$ cat config.mk
export PLATFORM = sky130hd
export DESIGN_NAME = pmt_power_mode_fsm
export DESIGN_NICKNAME = d
export VERILOG_FILES = /design/src/common/pmt_pkg.sv /design/src/hdl/pmt_power_mode_fsm.sv
export SDC_FILE = /design/constraint.sdc
export NUM_CORES = 1
export LEC_CHECK = 0
export BUFFER_PORTS_ARGS = -buffer_cell sky130_fd_sc_hd__buf_2
export CAP_MARGIN = 20
export CORE_MARGIN = 2
export CORE_UTILIZATION = 40
export CTS_BUF_LIST = sky130_fd_sc_hd__clkbuf_4 sky130_fd_sc_hd__clkbuf_8 sky130_fd_sc_hd__clkbuf_16
export CTS_CLUSTER_SIZE = 8
export DETAILED_ROUTE_END_ITERATION = 16
export PLACE_DENSITY_LB_ADDON = 0.05
export SLEW_MARGIN = 15
export SYNTH_ARGS = -nofsm -noshare
export SYNTH_HDL_FRONTEND = slang
export SYNTH_SLANG_ARGS = --single-unit
$ cat constraint.sdc
create_clock -name clk_i -period 6.1 [get_ports clk_i]
set_input_delay 1.22 -clock clk_i [delete_from_list [all_inputs] [get_ports clk_i]]
set_output_delay 1.22 -clock clk_i [all_outputs]
set_load 0.1 [all_outputs]
$ cat src/common/pmt_pkg.sv
package pmt_pkg;

	// ----------------------------------------------------------------
	// timing
	// ----------------------------------------------------------------
	localparam int CLK_PERIOD_NS = 4;
	localparam int TRDEL_STEP_NS = 100000; // 100 us per delay code step
	localparam int TRDEL_STEP_CYC = TRDEL_STEP_NS / CLK_PERIOD_NS;
	localparam int TRDEL_MIN_US = 100;
	localparam int TRDEL_MAX_US = 1600;
	localparam int TRDEL_DEF_US = 900;
	localparam int POR_DELAY_NS = 10000; // power-on reset delay
	localparam int POR_DELAY_CYC = POR_DELAY_NS / CLK_PERIOD_NS;
	localparam int TIMER_W = 20;
	localparam logic [1:0] FLT_MIN_PERIODS = 2'h3;

	// ----------------------------------------------------------------
	// register map (byte addresses)
	// ----------------------------------------------------------------
	localparam int ADR_W = 8;
	localparam logic [7:0] ADR_CTRL = 8'h00;
	localparam logic [7:0] ADR_CMD = 8'h04;
	localparam logic [7:0] ADR_STAT = 8'h08;

	// control register fields
	localparam int CTRL_CURMON_BIT = 0;
	localparam int CTRL_WKTMR_BIT = 1;
	localparam int CTRL_KEEP_BIT = 2;
	localparam int CTRL_TRDEL_LSB = 4;
	localparam int TRDEL_W = 4;
	localparam logic [3:0] TRDEL_CODE_RST = 4'(TRDEL_DEF_US / TRDEL_MIN_US - 1);
	localparam logic CURMON_RST = 1'h0;
	localparam logic WKTMR_RST = 1'h0;
	localparam logic KEEP_RST = 1'h0;
	// select pin idles high, so its sync chain resets high
	localparam logic [2:0] SEL_SY_RST = 3'h7;

	// pending command codes
	localparam int CMD_W = 3;
	localparam logic [2:0] CMD_NONE = 3'h0;
	localparam logic [2:0] CMD_SLEEP = 3'h1;
	localparam logic [2:0] CMD_STANDBY = 3'h2;
	localparam logic [2:0] CMD_NORMAL = 3'h3;
	localparam logic [2:0] CMD_WAKE = 3'h4;

	// status register fields
	localparam int STAT_STATE_LSB = 0;
	localparam int STAT_FLTOK_BIT = 4;
	localparam int STAT_CAUSE_LSB = 8;

	// abort causes, and a refused NORMAL command
	localparam logic [1:0] CAUSE_NONE = 2'h0;
	localparam logic [1:0] CAUSE_WAKE = 2'h1;
	localparam logic [1:0] CAUSE_CURRENT = 2'h2;
	localparam logic [1:0] CAUSE_REFUSED = 2'h3;

	typedef enum logic [2:0] {
		PMT_INIT,
		PMT_NORMAL,
		PMT_WAKE,
		PMT_TO_SLEEP,
		PMT_SLEEP,
		PMT_TO_STANDBY,
		PMT_STANDBY
	} pmt_state_t;

endpackage

$ cat src/hdl/pmt_power_mode_fsm.sv
`timescale 1ns/10ps

module pmt_power_mode_fsm #(
	parameter int TRDEL_STEP_CYCLES = pmt_pkg::TRDEL_STEP_CYC,
	parameter int POR_DELAY_CYCLES = pmt_pkg::POR_DELAY_CYC
) (
	input wire logic clk_i,
	input wire logic rst_i,
	input wire logic ce_i,
	input wire logic wb_cyc_i,
	input wire logic wb_stb_i,
	input wire logic wb_we_i,
	input wire logic [pmt_pkg::ADR_W-1:0] wb_adr_i,
	input wire logic [3:0] wb_sel_i,
	input wire logic [31:0] wb_dat_i,
	output logic [31:0] wb_dat_o,
	output logic wb_ack_o,
	input wire logic host_select_line_i,
	input wire logic edge_wake_input_i,
	input wire logic level_rouse_input_i,
	input wire logic cur_below_thr_i,
	input wire logic fault_toggle_input_i,
	input wire logic ctrl_reg_up_i,
	input wire logic wake_timer_exp_i,
	output logic reset_output_o,
	output logic safe_state_out_a_o,
	output logic safe_state_out_b_o,
	output logic alert_output_o,
	output logic supervision_en_o,
	output logic regulators_on_o,
	output logic keepalive_regulator_on_o
);

	// ----------------------------------------------------------------
	// state record
	// ----------------------------------------------------------------
	typedef struct packed {
		logic [2:0] sel_sy;
		logic [2:0] ewk_sy;
		logic [1:0] lvl_sy;
		logic [1:0] cur_sy;
		logic [2:0] flt_sy;
		logic [1:0] rup_sy;
		logic [1:0] wkt_sy;
		pmt_pkg::pmt_state_t state;
		logic [pmt_pkg::TIMER_W-1:0] timer;
		logic [pmt_pkg::CMD_W-1:0] cmd;
		logic curmon;
		logic wktmr_en;
		logic keep_cfg;
		logic [pmt_pkg::TRDEL_W-1:0] trdel;
		logic [1:0] flt_cnt;
		logic [1:0] cause;
		logic rst_out;
		logic ssa;
		logic ssb;
		logic alert;
		logic sup_en;
		logic regs_on;
		logic keep_on;
		logic ack;
		logic [31:0] dat;
	} pmt_regs_t;

	pmt_regs_t s_q;
	pmt_regs_t s_d;

	// ----------------------------------------------------------------
	// helpers
	// ----------------------------------------------------------------

	// last timer value of the transition delay for a delay code
	function automatic logic [pmt_pkg::TIMER_W-1:0] trdel_last(
		input logic [pmt_pkg::TRDEL_W-1:0] code
	);
		logic [pmt_pkg::TIMER_W+3:0] prod;
		prod = ({{pmt_pkg::TIMER_W{1'b0}}, code} + 1'b1)
			* (pmt_pkg::TIMER_W+4)'(TRDEL_STEP_CYCLES);
		return pmt_pkg::TIMER_W'(prod - 1'b1);
	endfunction

	// rising edge of a synchronised level and its delayed copy
	function automatic logic rise(input logic now, input logic prev);
		return now & ~prev;
	endfunction

	logic sel_rise;
	logic ewk_rise;
	logic flt_rise;
	logic wake_evt;
	logic tr_expired;
	logic por_done;
	logic [pmt_pkg::TIMER_W-1:0] timer_inc;

	// ----------------------------------------------------------------
	// event decode from synchronised inputs
	// ----------------------------------------------------------------
	always_comb begin
		sel_rise = rise(s_q.sel_sy[1], s_q.sel_sy[2]);
		ewk_rise = rise(s_q.ewk_sy[1], s_q.ewk_sy[2]);
		flt_rise = rise(s_q.flt_sy[1], s_q.flt_sy[2]);
		wake_evt = ewk_rise | s_q.lvl_sy[1];
		tr_expired = s_q.timer >= trdel_last(s_q.trdel);
		por_done = s_q.timer >=
			pmt_pkg::TIMER_W'(POR_DELAY_CYCLES - 1);
		timer_inc = s_q.timer + 1'b1;
	end

	// ----------------------------------------------------------------
	// next state
	// ----------------------------------------------------------------
	always_comb begin
		logic [pmt_pkg::CMD_W-1:0] act_cmd;
		s_d = s_q;
		act_cmd = pmt_pkg::CMD_NONE;

		// two flops per outside input, third stage for edges
		s_d.sel_sy = {s_q.sel_sy[1:0], host_select_line_i};
		s_d.ewk_sy = {s_q.ewk_sy[1:0], edge_wake_input_i};
		s_d.lvl_sy = {s_q.lvl_sy[0], level_rouse_input_i};
		s_d.cur_sy = {s_q.cur_sy[0], cur_below_thr_i};
		s_d.flt_sy = {s_q.flt_sy[1:0], fault_toggle_input_i};
		s_d.rup_sy = {s_q.rup_sy[0], ctrl_reg_up_i};
		s_d.wkt_sy = {s_q.wkt_sy[0], wake_timer_exp_i};
		s_d.alert = 1'b0;

		// pending command is consumed only at the select edge
		if (sel_rise) begin
			act_cmd = s_q.cmd;
			s_d.cmd = pmt_pkg::CMD_NONE;
		end

		// transition timer runs in every timed state
		s_d.timer = timer_inc;

		unique case (s_q.state)
			pmt_pkg::PMT_INIT: begin
				s_d.ssa = 1'b0;
				s_d.ssb = 1'b0;
				s_d.regs_on = 1'b1;
				s_d.keep_on = 1'b1;
				s_d.sup_en = 1'b1;
				// delay counts once the last regulator is up
				if (!s_q.rup_sy[1] || s_q.rst_out) begin
					s_d.timer = '0;
				end else if (por_done) begin
					s_d.rst_out = 1'b1;
				end
				if (act_cmd == pmt_pkg::CMD_NORMAL && s_q.rst_out) begin
					s_d.state = pmt_pkg::PMT_NORMAL;
					s_d.ssa = 1'b1;
					s_d.ssb = 1'b1;
				end
			end
			pmt_pkg::PMT_NORMAL: begin
				s_d.timer = '0;
				if (act_cmd == pmt_pkg::CMD_SLEEP) begin
					s_d.state = pmt_pkg::PMT_TO_SLEEP;
					s_d.ssa = 1'b0;
					s_d.ssb = 1'b0;
					s_d.sup_en = 1'b0;
				end else if (act_cmd == pmt_pkg::CMD_STANDBY) begin
					s_d.state = pmt_pkg::PMT_TO_STANDBY;
					s_d.ssa = 1'b0;
					s_d.ssb = 1'b0;
					s_d.sup_en = 1'b0;
				end
			end
			pmt_pkg::PMT_WAKE: begin
				s_d.timer = '0;
				// count toggle periods; wake inputs are not looked at
				if (flt_rise && s_q.flt_cnt != pmt_pkg::FLT_MIN_PERIODS) begin
					s_d.flt_cnt = s_q.flt_cnt + 1'b1;
				end
				if (act_cmd == pmt_pkg::CMD_SLEEP) begin
					s_d.state = pmt_pkg::PMT_TO_SLEEP;
					s_d.sup_en = 1'b0;
				end else if (act_cmd == pmt_pkg::CMD_STANDBY) begin
					s_d.state = pmt_pkg::PMT_TO_STANDBY;
					s_d.sup_en = 1'b0;
				end else if (act_cmd == pmt_pkg::CMD_NORMAL) begin
					// the command moves to NORMAL only once FLT_MIN_PERIODS toggle periods are counted
					if (s_q.flt_cnt == pmt_pkg::FLT_MIN_PERIODS) begin
						s_d.state = pmt_pkg::PMT_NORMAL;
						s_d.ssa = 1'b1;
						s_d.ssb = 1'b1;
					end else begin
						s_d.cause = pmt_pkg::CAUSE_REFUSED;
					end
				end
			end
			pmt_pkg::PMT_TO_SLEEP: begin
				// reset is held high and safe outputs held low
				s_d.rst_out = 1'b1;
				s_d.ssa = 1'b0;
				s_d.ssb = 1'b0;
				if (wake_evt) begin
					s_d.state = pmt_pkg::PMT_WAKE;
					s_d.alert = 1'b1;
					s_d.cause = pmt_pkg::CAUSE_WAKE;
				end else if (s_q.curmon && s_q.cur_sy[1]) begin
					s_d.state = pmt_pkg::PMT_SLEEP;
				end else if (tr_expired) begin
					if (s_q.curmon) begin
						s_d.state = pmt_pkg::PMT_WAKE;
						s_d.alert = 1'b1;
						s_d.cause = pmt_pkg::CAUSE_CURRENT;
					end else begin
						s_d.state = pmt_pkg::PMT_SLEEP;
					end
				end
				// a fresh WAKE restarts supervision and toggle count
				if (s_d.state == pmt_pkg::PMT_WAKE) begin
					s_d.sup_en = 1'b1;
					s_d.flt_cnt = 2'h0;
				end
			end
			pmt_pkg::PMT_SLEEP: begin
				s_d.timer = '0;
				if (wake_evt || !s_q.cur_sy[1]
					|| (s_q.wktmr_en && s_q.wkt_sy[1])
					|| act_cmd == pmt_pkg::CMD_WAKE) begin
					s_d.state = pmt_pkg::PMT_WAKE;
					s_d.alert = 1'b1;
					s_d.sup_en = 1'b1;
					s_d.flt_cnt = 2'h0;
				end
			end
			pmt_pkg::PMT_TO_STANDBY: begin
				s_d.ssa = 1'b0;
				s_d.ssb = 1'b0;
				if (wake_evt) begin
					s_d.state = pmt_pkg::PMT_INIT;
					s_d.rst_out = 1'b0;
					s_d.cause = pmt_pkg::CAUSE_WAKE;
				end else if (s_q.curmon && s_q.cur_sy[1]) begin
					s_d.state = pmt_pkg::PMT_STANDBY;
					s_d.rst_out = 1'b0;
					s_d.regs_on = 1'b0;
					s_d.keep_on = s_q.keep_cfg;
				end else if (tr_expired) begin
					s_d.rst_out = 1'b0;
					if (s_q.curmon) begin
						s_d.state = pmt_pkg::PMT_INIT;
						s_d.cause = pmt_pkg::CAUSE_CURRENT;
					end else begin
						s_d.state = pmt_pkg::PMT_STANDBY;
						s_d.regs_on = 1'b0;
						s_d.keep_on = s_q.keep_cfg;
					end
				end
				if (s_d.state == pmt_pkg::PMT_INIT) begin
					s_d.timer = '0;
					s_d.sup_en = 1'b1;
				end
			end
			pmt_pkg::PMT_STANDBY: begin
				s_d.timer = '0;
				s_d.rst_out = 1'b0;
				s_d.ssa = 1'b0;
				s_d.ssb = 1'b0;
				s_d.keep_on = s_q.keep_cfg;
				if (wake_evt || (s_q.wktmr_en && s_q.wkt_sy[1])) begin
					s_d.state = pmt_pkg::PMT_INIT;
					s_d.regs_on = 1'b1;
					s_d.keep_on = 1'b1;
					s_d.sup_en = 1'b1;
				end
			end
		endcase

		// wishbone slave, one wait state, unmapped reads as zero
		s_d.ack = wb_cyc_i & wb_stb_i & ~s_q.ack;
		s_d.dat = 32'h0000_0000;
		if (wb_cyc_i && wb_stb_i && !s_q.ack) begin
			if (wb_we_i && wb_sel_i[0]) begin
				unique case (wb_adr_i)
					pmt_pkg::ADR_CTRL: begin
						s_d.curmon = wb_dat_i[pmt_pkg::CTRL_CURMON_BIT];
						s_d.wktmr_en = wb_dat_i[pmt_pkg::CTRL_WKTMR_BIT];
						s_d.keep_cfg = wb_dat_i[pmt_pkg::CTRL_KEEP_BIT];
						s_d.trdel = wb_dat_i[pmt_pkg::CTRL_TRDEL_LSB +:
							pmt_pkg::TRDEL_W];
					end
					pmt_pkg::ADR_CMD: begin
						// a write beats the consume in the same cycle
						s_d.cmd = wb_dat_i[pmt_pkg::CMD_W-1:0];
					end
					default: begin
					end
				endcase
			end
			unique case (wb_adr_i)
				pmt_pkg::ADR_CTRL: begin
					s_d.dat[pmt_pkg::CTRL_CURMON_BIT] = s_q.curmon;
					s_d.dat[pmt_pkg::CTRL_WKTMR_BIT] = s_q.wktmr_en;
					s_d.dat[pmt_pkg::CTRL_KEEP_BIT] = s_q.keep_cfg;
					s_d.dat[pmt_pkg::CTRL_TRDEL_LSB +: pmt_pkg::TRDEL_W] =
						s_q.trdel;
				end
				pmt_pkg::ADR_CMD: begin
					s_d.dat[pmt_pkg::CMD_W-1:0] = s_q.cmd;
				end
				pmt_pkg::ADR_STAT: begin
					s_d.dat[pmt_pkg::STAT_STATE_LSB +: 3] = s_q.state;
					s_d.dat[pmt_pkg::STAT_FLTOK_BIT] =
						(s_q.flt_cnt == pmt_pkg::FLT_MIN_PERIODS);
					s_d.dat[pmt_pkg::STAT_CAUSE_LSB +: 2] = s_q.cause;
				end
				default: begin
				end
			endcase
		end
	end

	// ----------------------------------------------------------------
	// registers, frozen while the clock enable is low
	// ----------------------------------------------------------------
	always_ff @(posedge clk_i) begin
		if (rst_i) begin
			s_q <= '0;
			s_q.state <= pmt_pkg::PMT_INIT;
			s_q.sel_sy <= pmt_pkg::SEL_SY_RST; // no false edge after reset
			s_q.curmon <= pmt_pkg::CURMON_RST;
			s_q.wktmr_en <= pmt_pkg::WKTMR_RST;
			s_q.keep_cfg <= pmt_pkg::KEEP_RST;
			s_q.trdel <= pmt_pkg::TRDEL_CODE_RST;
			s_q.cause <= pmt_pkg::CAUSE_NONE;
			s_q.sup_en <= 1'b1;
			s_q.regs_on <= 1'b1;
			s_q.keep_on <= 1'b1;
		end else if (ce_i) begin
			s_q <= s_d;
		end
	end

	// ----------------------------------------------------------------
	// outputs straight from flops
	// ----------------------------------------------------------------
	assign wb_dat_o = s_q.dat;
	assign wb_ack_o = s_q.ack;
	assign reset_output_o = s_q.rst_out;
	assign safe_state_out_a_o = s_q.ssa;
	assign safe_state_out_b_o = s_q.ssb;
	assign alert_output_o = s_q.alert;
	assign supervision_en_o = s_q.sup_en;
	assign regulators_on_o = s_q.regs_on;
	assign keepalive_regulator_on_o = s_q.keep_on;

endmodule

; ---- Word level (Yosys, flattened, before mapping)
; Cells that the tools add are included.
[word_totals]
reg_bits = 71
out_inout_bits = 40
word_cells = 197
[op_classes]
n_addsub = 4
multipliers = 1
n_lt_le_gt_ge = 2
n_eq_ne = 40
muxes = 80
bitwise = 10
reduce_logical = 35
[ops]
columns = op, count
row1 = 3-bit 2-to-1 mux, 27
row2 = 20-bit one-hot mux with 3 select lines, 1
row3 = 2-bit 2-to-1 mux, 25
row4 = 20-bit 2-to-1 mux, 2
row5 = 2-bit inequality test (second input constant), 15
row6 = 3-bit inequality test (second input constant), 7
row7 = 3-bit one-hot mux with 7 select lines, 1
row8 = 20-bit by 1-bit adder with 20-bit output (second input constant), 1
row9 = 20-bit by 12-bit >= comparator with 1-bit output (second input constant), 1
row10 = 20-bit >= comparator, 1
row11 = 10-bit 2-to-1 mux, 2
row12 = 20-bit by 1-bit subtractor with 20-bit output (second input constant), 1
row13 = 2-bit one-hot mux with 3 select lines, 3
row14 = 5-bit by 12-bit multiplier with 17-bit output (second input constant), 1
row15 = 3-bit by 2-bit equality test with 1-bit output (second input constant), 5
row16 = 5-bit AND reduction, 3
row17 = 7-bit AND reduction, 2
row18 = 3-bit equality test (second input constant), 4
row19 = 4-bit inequality test (second input constant), 3
row20 = 6-bit AND reduction, 2
row21 = 1-bit 2-to-1 mux, 11
row22 = 10-bit AND reduction, 1
row23 = 3-bit one-hot mux with 3 select lines, 1
row24 = 3-bit nonzero test, 3
row25 = other kinds (26), 49

; ---- Depth between registers and ports, before layout
[depth]
word_depth = 11
ltp_mapped = 27
depth_no_buf = 24

; ---- Worst setup path before layout
; No wires, ideal clock.
[synth_path]
path_kind = reg-to-reg
start = register s_q[44] in the netlist's numbering
end = register s_q[65] in the netlist's numbering
setup_ps = 64
t_arrival_ps = 5501
slack_ps = 535
stages_incl_launch_ff = 27
path_buffers = 3
synth_period_minus_slack_ps = 5565
cell_sequence = dfxtp_1 clkbuf_1 nand3_1 xnor2_1 inv_1 xnor2_1 ha_1 ha_1 ha_1 nand3b_2 and2b_1 xnor2_2 or4_4 nor4_4 nand4_1 xnor2_1 ha_1 a21o_1 a21o_1 a21oi_1 o21ai_0 nor2_2 o21ai_1 a41o_1 buf_2 buf_4 nor2_1
[synth_via]
elab_chain_len = 11
[synth_lines]
columns = element, line_no
row1 = "start, declared", pmt_power_mode_fsm.sv:65  ; pmt_regs_t s_q;
row2 = 4-bit by 1-bit adder with 5-bit output, pmt_power_mode_fsm.sv:77  ; prod = ({{pmt_pkg::TIMER_W{1'b0}}, code} + 1'b1)
row3 = 5-bit by 12-bit multiplier with 17-bit output, pmt_power_mode_fsm.sv:78  ; * (pmt_pkg::TIMER_W+4)'(TRDEL_STEP_CYCLES);
row4 = 20-bit by 1-bit subtractor with 20-bit output, pmt_power_mode_fsm.sv:79  ; return pmt_pkg::TIMER_W'(prod - 1'b1);
row5 = 20-bit >= comparator, pmt_power_mode_fsm.sv:103  ; tr_expired = s_q.timer >= trdel_last(s_q.trdel);
row6 = 3-bit 2-to-1 mux, pmt_power_mode_fsm.sv:241  ; end else if (tr_expired) begin
row7 = 3-bit 2-to-1 mux, pmt_power_mode_fsm.sv:236  ; end else if (s_q.curmon && s_q.cur_sy[1]) begin
row8 = 3-bit 2-to-1 mux, pmt_power_mode_fsm.sv:232  ; if (wake_evt) begin
row9 = 3-bit 2-to-1 mux, pmt_power_mode_fsm.sv:136  ; unique case (s_q.state)
row10 = 3-bit logical NOT, pmt_power_mode_fsm.sv:252  ; if (s_d.state == pmt_pkg::PMT_INIT) begin
row11 = 20-bit 2-to-1 mux, pmt_power_mode_fsm.sv:252
row12 = 20-bit one-hot mux with 3 select lines, pmt_power_mode_fsm.sv:136
; Every way passes these cells. The select of a mux whose other input is x is not followed.
; A chain may end at the register's enable or synchronous reset.

; ---- Final worst setup path
[layout_path]
start = register s_q[44] in the netlist's numbering
end = register s_q, in the netlist reset_output_o
[layout_via]
elab_chain_len = 6
[layout_lines]
columns = element, line_no
row1 = 4-bit by 1-bit adder with 5-bit output, pmt_power_mode_fsm.sv:77
row2 = 5-bit by 12-bit multiplier with 17-bit output, pmt_power_mode_fsm.sv:78
row3 = 20-bit by 1-bit subtractor with 20-bit output, pmt_power_mode_fsm.sv:79
row4 = 20-bit >= comparator, pmt_power_mode_fsm.sv:103
row5 = 4-bit inequality test (no line), -
row6 = 5-bit AND reduction (no line), -
; Every way passes these cells.

==> summary.md <==
| Metric | Value |
|---|---|
| CP max stage delay | 0.58 ns |
| Initial DRT Pass Iterations | 5 |
| Post-CTS Hold Buffers | 0 |
| Count of final setup violators | 0 |
| Highest-delay cell along the critical path | or4_4 |
| FMAX | 175 MHz |
| GP Congestion | just under 0.9 |
| DR vias | 4,515 |
| Maximum Capacitance Violations | 0 |
| Clk root buf | clkbuf_16 |
| Crit path buffers/inverters | 2 |
| Largest family of logic cells by synthesized area | simple AND/OR/NAND/NOR gates |
| Met1 GRT Util | 0.218 |
| Hold depth | 1 |
| WP data arrival | ~6 ns |
| Fin nets | 788 |
| Cell mode on critical path | ha_1 |
| Iteration-0 DRC Markers | around 230 |
| Minimum clock period | approximately 5.7 ns |
| Total core area | ~13,000 um2 |
| Register area | around 1400 um2 |
| Cell count after synthesis | 641 |
| XOR/XNOR Fraction of Synth Area | 0.0866 |
| Ys async rst share | 0 |
| Worst hold path type | reg2reg |
| Final hold violations | 0 |
| Synth warnings | 0 |
| Sink Count | 70 |
| Worst skew pair latency | approximately 0.34 ns |
| Drt via density | 5.27 |
| Post-Synth Simple-Gate Area | 0.237 |
| Grt peak-use layer | met2 |
| Initial antenna violation count | 0 |
| Post-synthesis register bit count | 70 |
| Max clock buf depth | 2 |
| Clock slew seen by the registers of the worst setup and hold paths | 0.06 ns |
| Static Leak | approximately 2.5 nW |
| Critical Path Fanout Max | 6 |
| H-tree levels | 3 |
| Die Height | around 120 um |
| Most frequent cells in the layout | nor2_1 (78), dfxtp_1 (69), nand2_1 (62) |
| Sequential fraction of the synthesis area | 0.268 |
| Area contributors post-synth | dfxtp_1 (27%), ha_1 (12%), nor2_1 (5.6%) |
| Peak supply drop | 0.000183 V |
| Path depth of the worst reg2reg path | 24 |
| Setup Slack @ Placement | roughly 0.14 ns |
| Synth Cell Area | between 5000 and 6000 um2 |
| Row cnt | 41 |
| Slew @ Worst Pin | approximately 0.94 ns |
| Post-synth top area cell | dfxtp_1 |
| Crit end category | flip-flop |
| Rel. slew slack | 0.374 |
| Overflow after GRT | 0 |
| Cell area power density | 194 nW/um2 |
| Fillers | 1,287 |
| Startpoint types | flip-flop |
| Final antenna diode count | 0 |
| IO Count | just under 100 |
| Tot Pwr | roughly 1.1 mW |
| # DRC | 0 |
| First-pass GRT wire length | 20.9 mm |
| RSZ-0062 raised after global routing | no |
| DIE WIDTH | approximately 120 um |
| Post-synth EDFFs | 0 |
| Final Slew Violations | 0 |
| Final worst slack | 0.385 ns |
| Area grow syn2layout | 13.0% |
| WL/cell | ~15 um |
| Die footprint | ~14,000 um2 |
| Distinct cell type count after synthesis | 75 |
| Adder-Cell Fraction of Synth Area | 0.126 |
| Main flop type after synthesis | dfxtp_1 |
| Syn Area/Cell | 8.16 um2 |
| Gr usage total | 0.183 |
| CTS buffer count | 9 |
| Most common cell after layout, fill and taps aside | nor2_1 |
| Status | finished clean |
| Largest net degree at the start of global routing | 50 |
| Met3 Use GR | 0.0367 |
| Kind of critical path | reg2reg |
| CP delay by family, top | adder cells |
| Final wirelength | around 13 mm |
| Multiplexer area fraction after synthesis | 0.0460 |
| Compound-cell area share of the yosys netlist | 0.156 |
| Starting Density | 0.413 |
| TritonCTS clock tree | done |
| CP cell instances | ha_1 -> and3_1 -> ha_1 -> xnor2_1 -> ha_1 -> ha_1 -> ha_1 -> a21oi_2 -> o21bai_1 -> xor2_1 -> or4_4 -> nor4_4 -> nand4_1 -> nand3b_4 -> xnor2_2 -> ha_1 -> nand4_1 -> a311oi_1 -> buf_4 -> nor2_2 -> buf_4 -> a41oi_1 -> a21oi_1 -> a311oi_1 |
| Grt met2 use | 0.332 |
| Yosys top cell area share | 0.268 |
| DPL Wire Length | about 9.7 mm |
| Final worst path period share | 0.937 |
| Antenna Nets Post-Route | 0 |
| Vias in the first global route | 4,211 |
| Area of the multi-input gates | ~3500 um2 |
| IO buf count | 45 |
| Worst Path Required | 6.34 ns |
| Setup TNS | 0 ns |
| Layout cell share with drive strength beyond 1 | 0.158 |
| Clock skew | 0.00710 ns |
| Core Util, Final | 0.466 |
| WP depth | 24 |
worst reg2reg max path: stages, from the launching register on:
cell and delay [ns]:
dfxtp_1 0.31, ha_1 0.24, and3_1 0.26, ha_1 0.24, xnor2_1 0.19, ha_1 0.26, ha_1 0.28, ha_1 0.35
a21oi_2 0.21, o21bai_1 0.10, xor2_1 0.16, or4_4 0.58, nor4_4 0.16, nand4_1 0.16, nand3b_4 0.20, xnor2_2 0.14
ha_1 0.30, nand4_1 0.14, a311oi_1 0.29, buf_4 0.19, nor2_2 0.05, buf_4 0.17, a41oi_1 0.26, a21oi_1 0.10
a311oi_1 0.26
cells by family after synthesis:
logic type / Yosys count
AND/OR/NAND/NOR: 248
AO/OA/AOI/OAI: 120
buffers and inverters: 76
flip-flops: 70
adder cells (fa/ha/maj): 52
XOR/XNOR: 50
multiplexers: 24
other: 1
area by class of cell:
cell class                 instances  area share
clock buffer                       9      0.0381
inverter                          16      0.0102
sequential                        70       0.238
clock inverter                     7      0.0150
multi-input combinational        517       0.597
tap                              172      0.0364
timing repair buffer              65      0.0657
registers in the layout, indices dropped and copies added (netlist names):
name / flops
wb_ack_o: 1
regulators_on_o: 1
alert_output_o: 1
s_d: 10
reset_output_o: 1
safe_state_out_a_o: 1
s_q: 44
supervision_en_o: 1
keepalive_regulator_on_o: 1
wb_dat_o: 9
where the power goes:
group	total (mW)	internal, mW	switching (mW)
clock	0.558	0.328	0.230
combinational	0.122	0.0210	0.101
sequential	0.467	0.463	0.00400
total	1.15	0.812	0.335
layer usage:
metal | share of wire | up-vias
met5 | 0 | -
met4 | 0.014 | 0
met3 | 0.034 | 14
met2 | 0.51 | 95
met1 | 0.44 | 2108
li1 | - | 2298
cells in the mapped netlist (5+ instances only):
cell type   n
buf_4      34
ha_1       51
nor4_1      6
clkbuf_1   21
nor3_1     14
inv_1      14
nor2b_1    10
a22oi_1     8
a21oi_1    27
dfxtp_1    70
a21o_1      9
nor2_1     78
nand2b_1    5
and3_1     12
o21ai_0    19
a31oi_1     7
nand3_1    21
xor2_1     23
nand2_1    62
xnor2_1    25
nand4_1    10
mux2i_1    24
a311oi_1    5
final timing paths:
| path | start | to | slack, ns |
|---|---|---|---|
| setup reg to reg | s_q[44] | reset_output_o | 0.39 |
| setup / recovery | s_q[44] | reset_output_o | 0.39 |
| hold / removal | s_q[42] | s_q[42] | 0.48 |
| hold reg to reg | s_q[42] | s_q[42] | 0.48 |
per-stage QoR:
step / area, um2 / std cells / hold slack [ns]
2_1_floorplan: 5310 / 663 / 0.441
4_1_cts: 5870 / 855 / 0.488
3_3_place_gp: 5550 / 839 / 0.456
5_1_grt: 5910 / 856 / 0.501
6_report: 5910 / 856 / 0.485
3_5_place_dp: 5550 / 839 / 0.477
timing repair:
action	CTS	global route
buffers inserted	0	1
gates resized for setup	0	7
setup endpoints to repair	0	30
No activity file was read; power rests on OpenSTA's default activity.
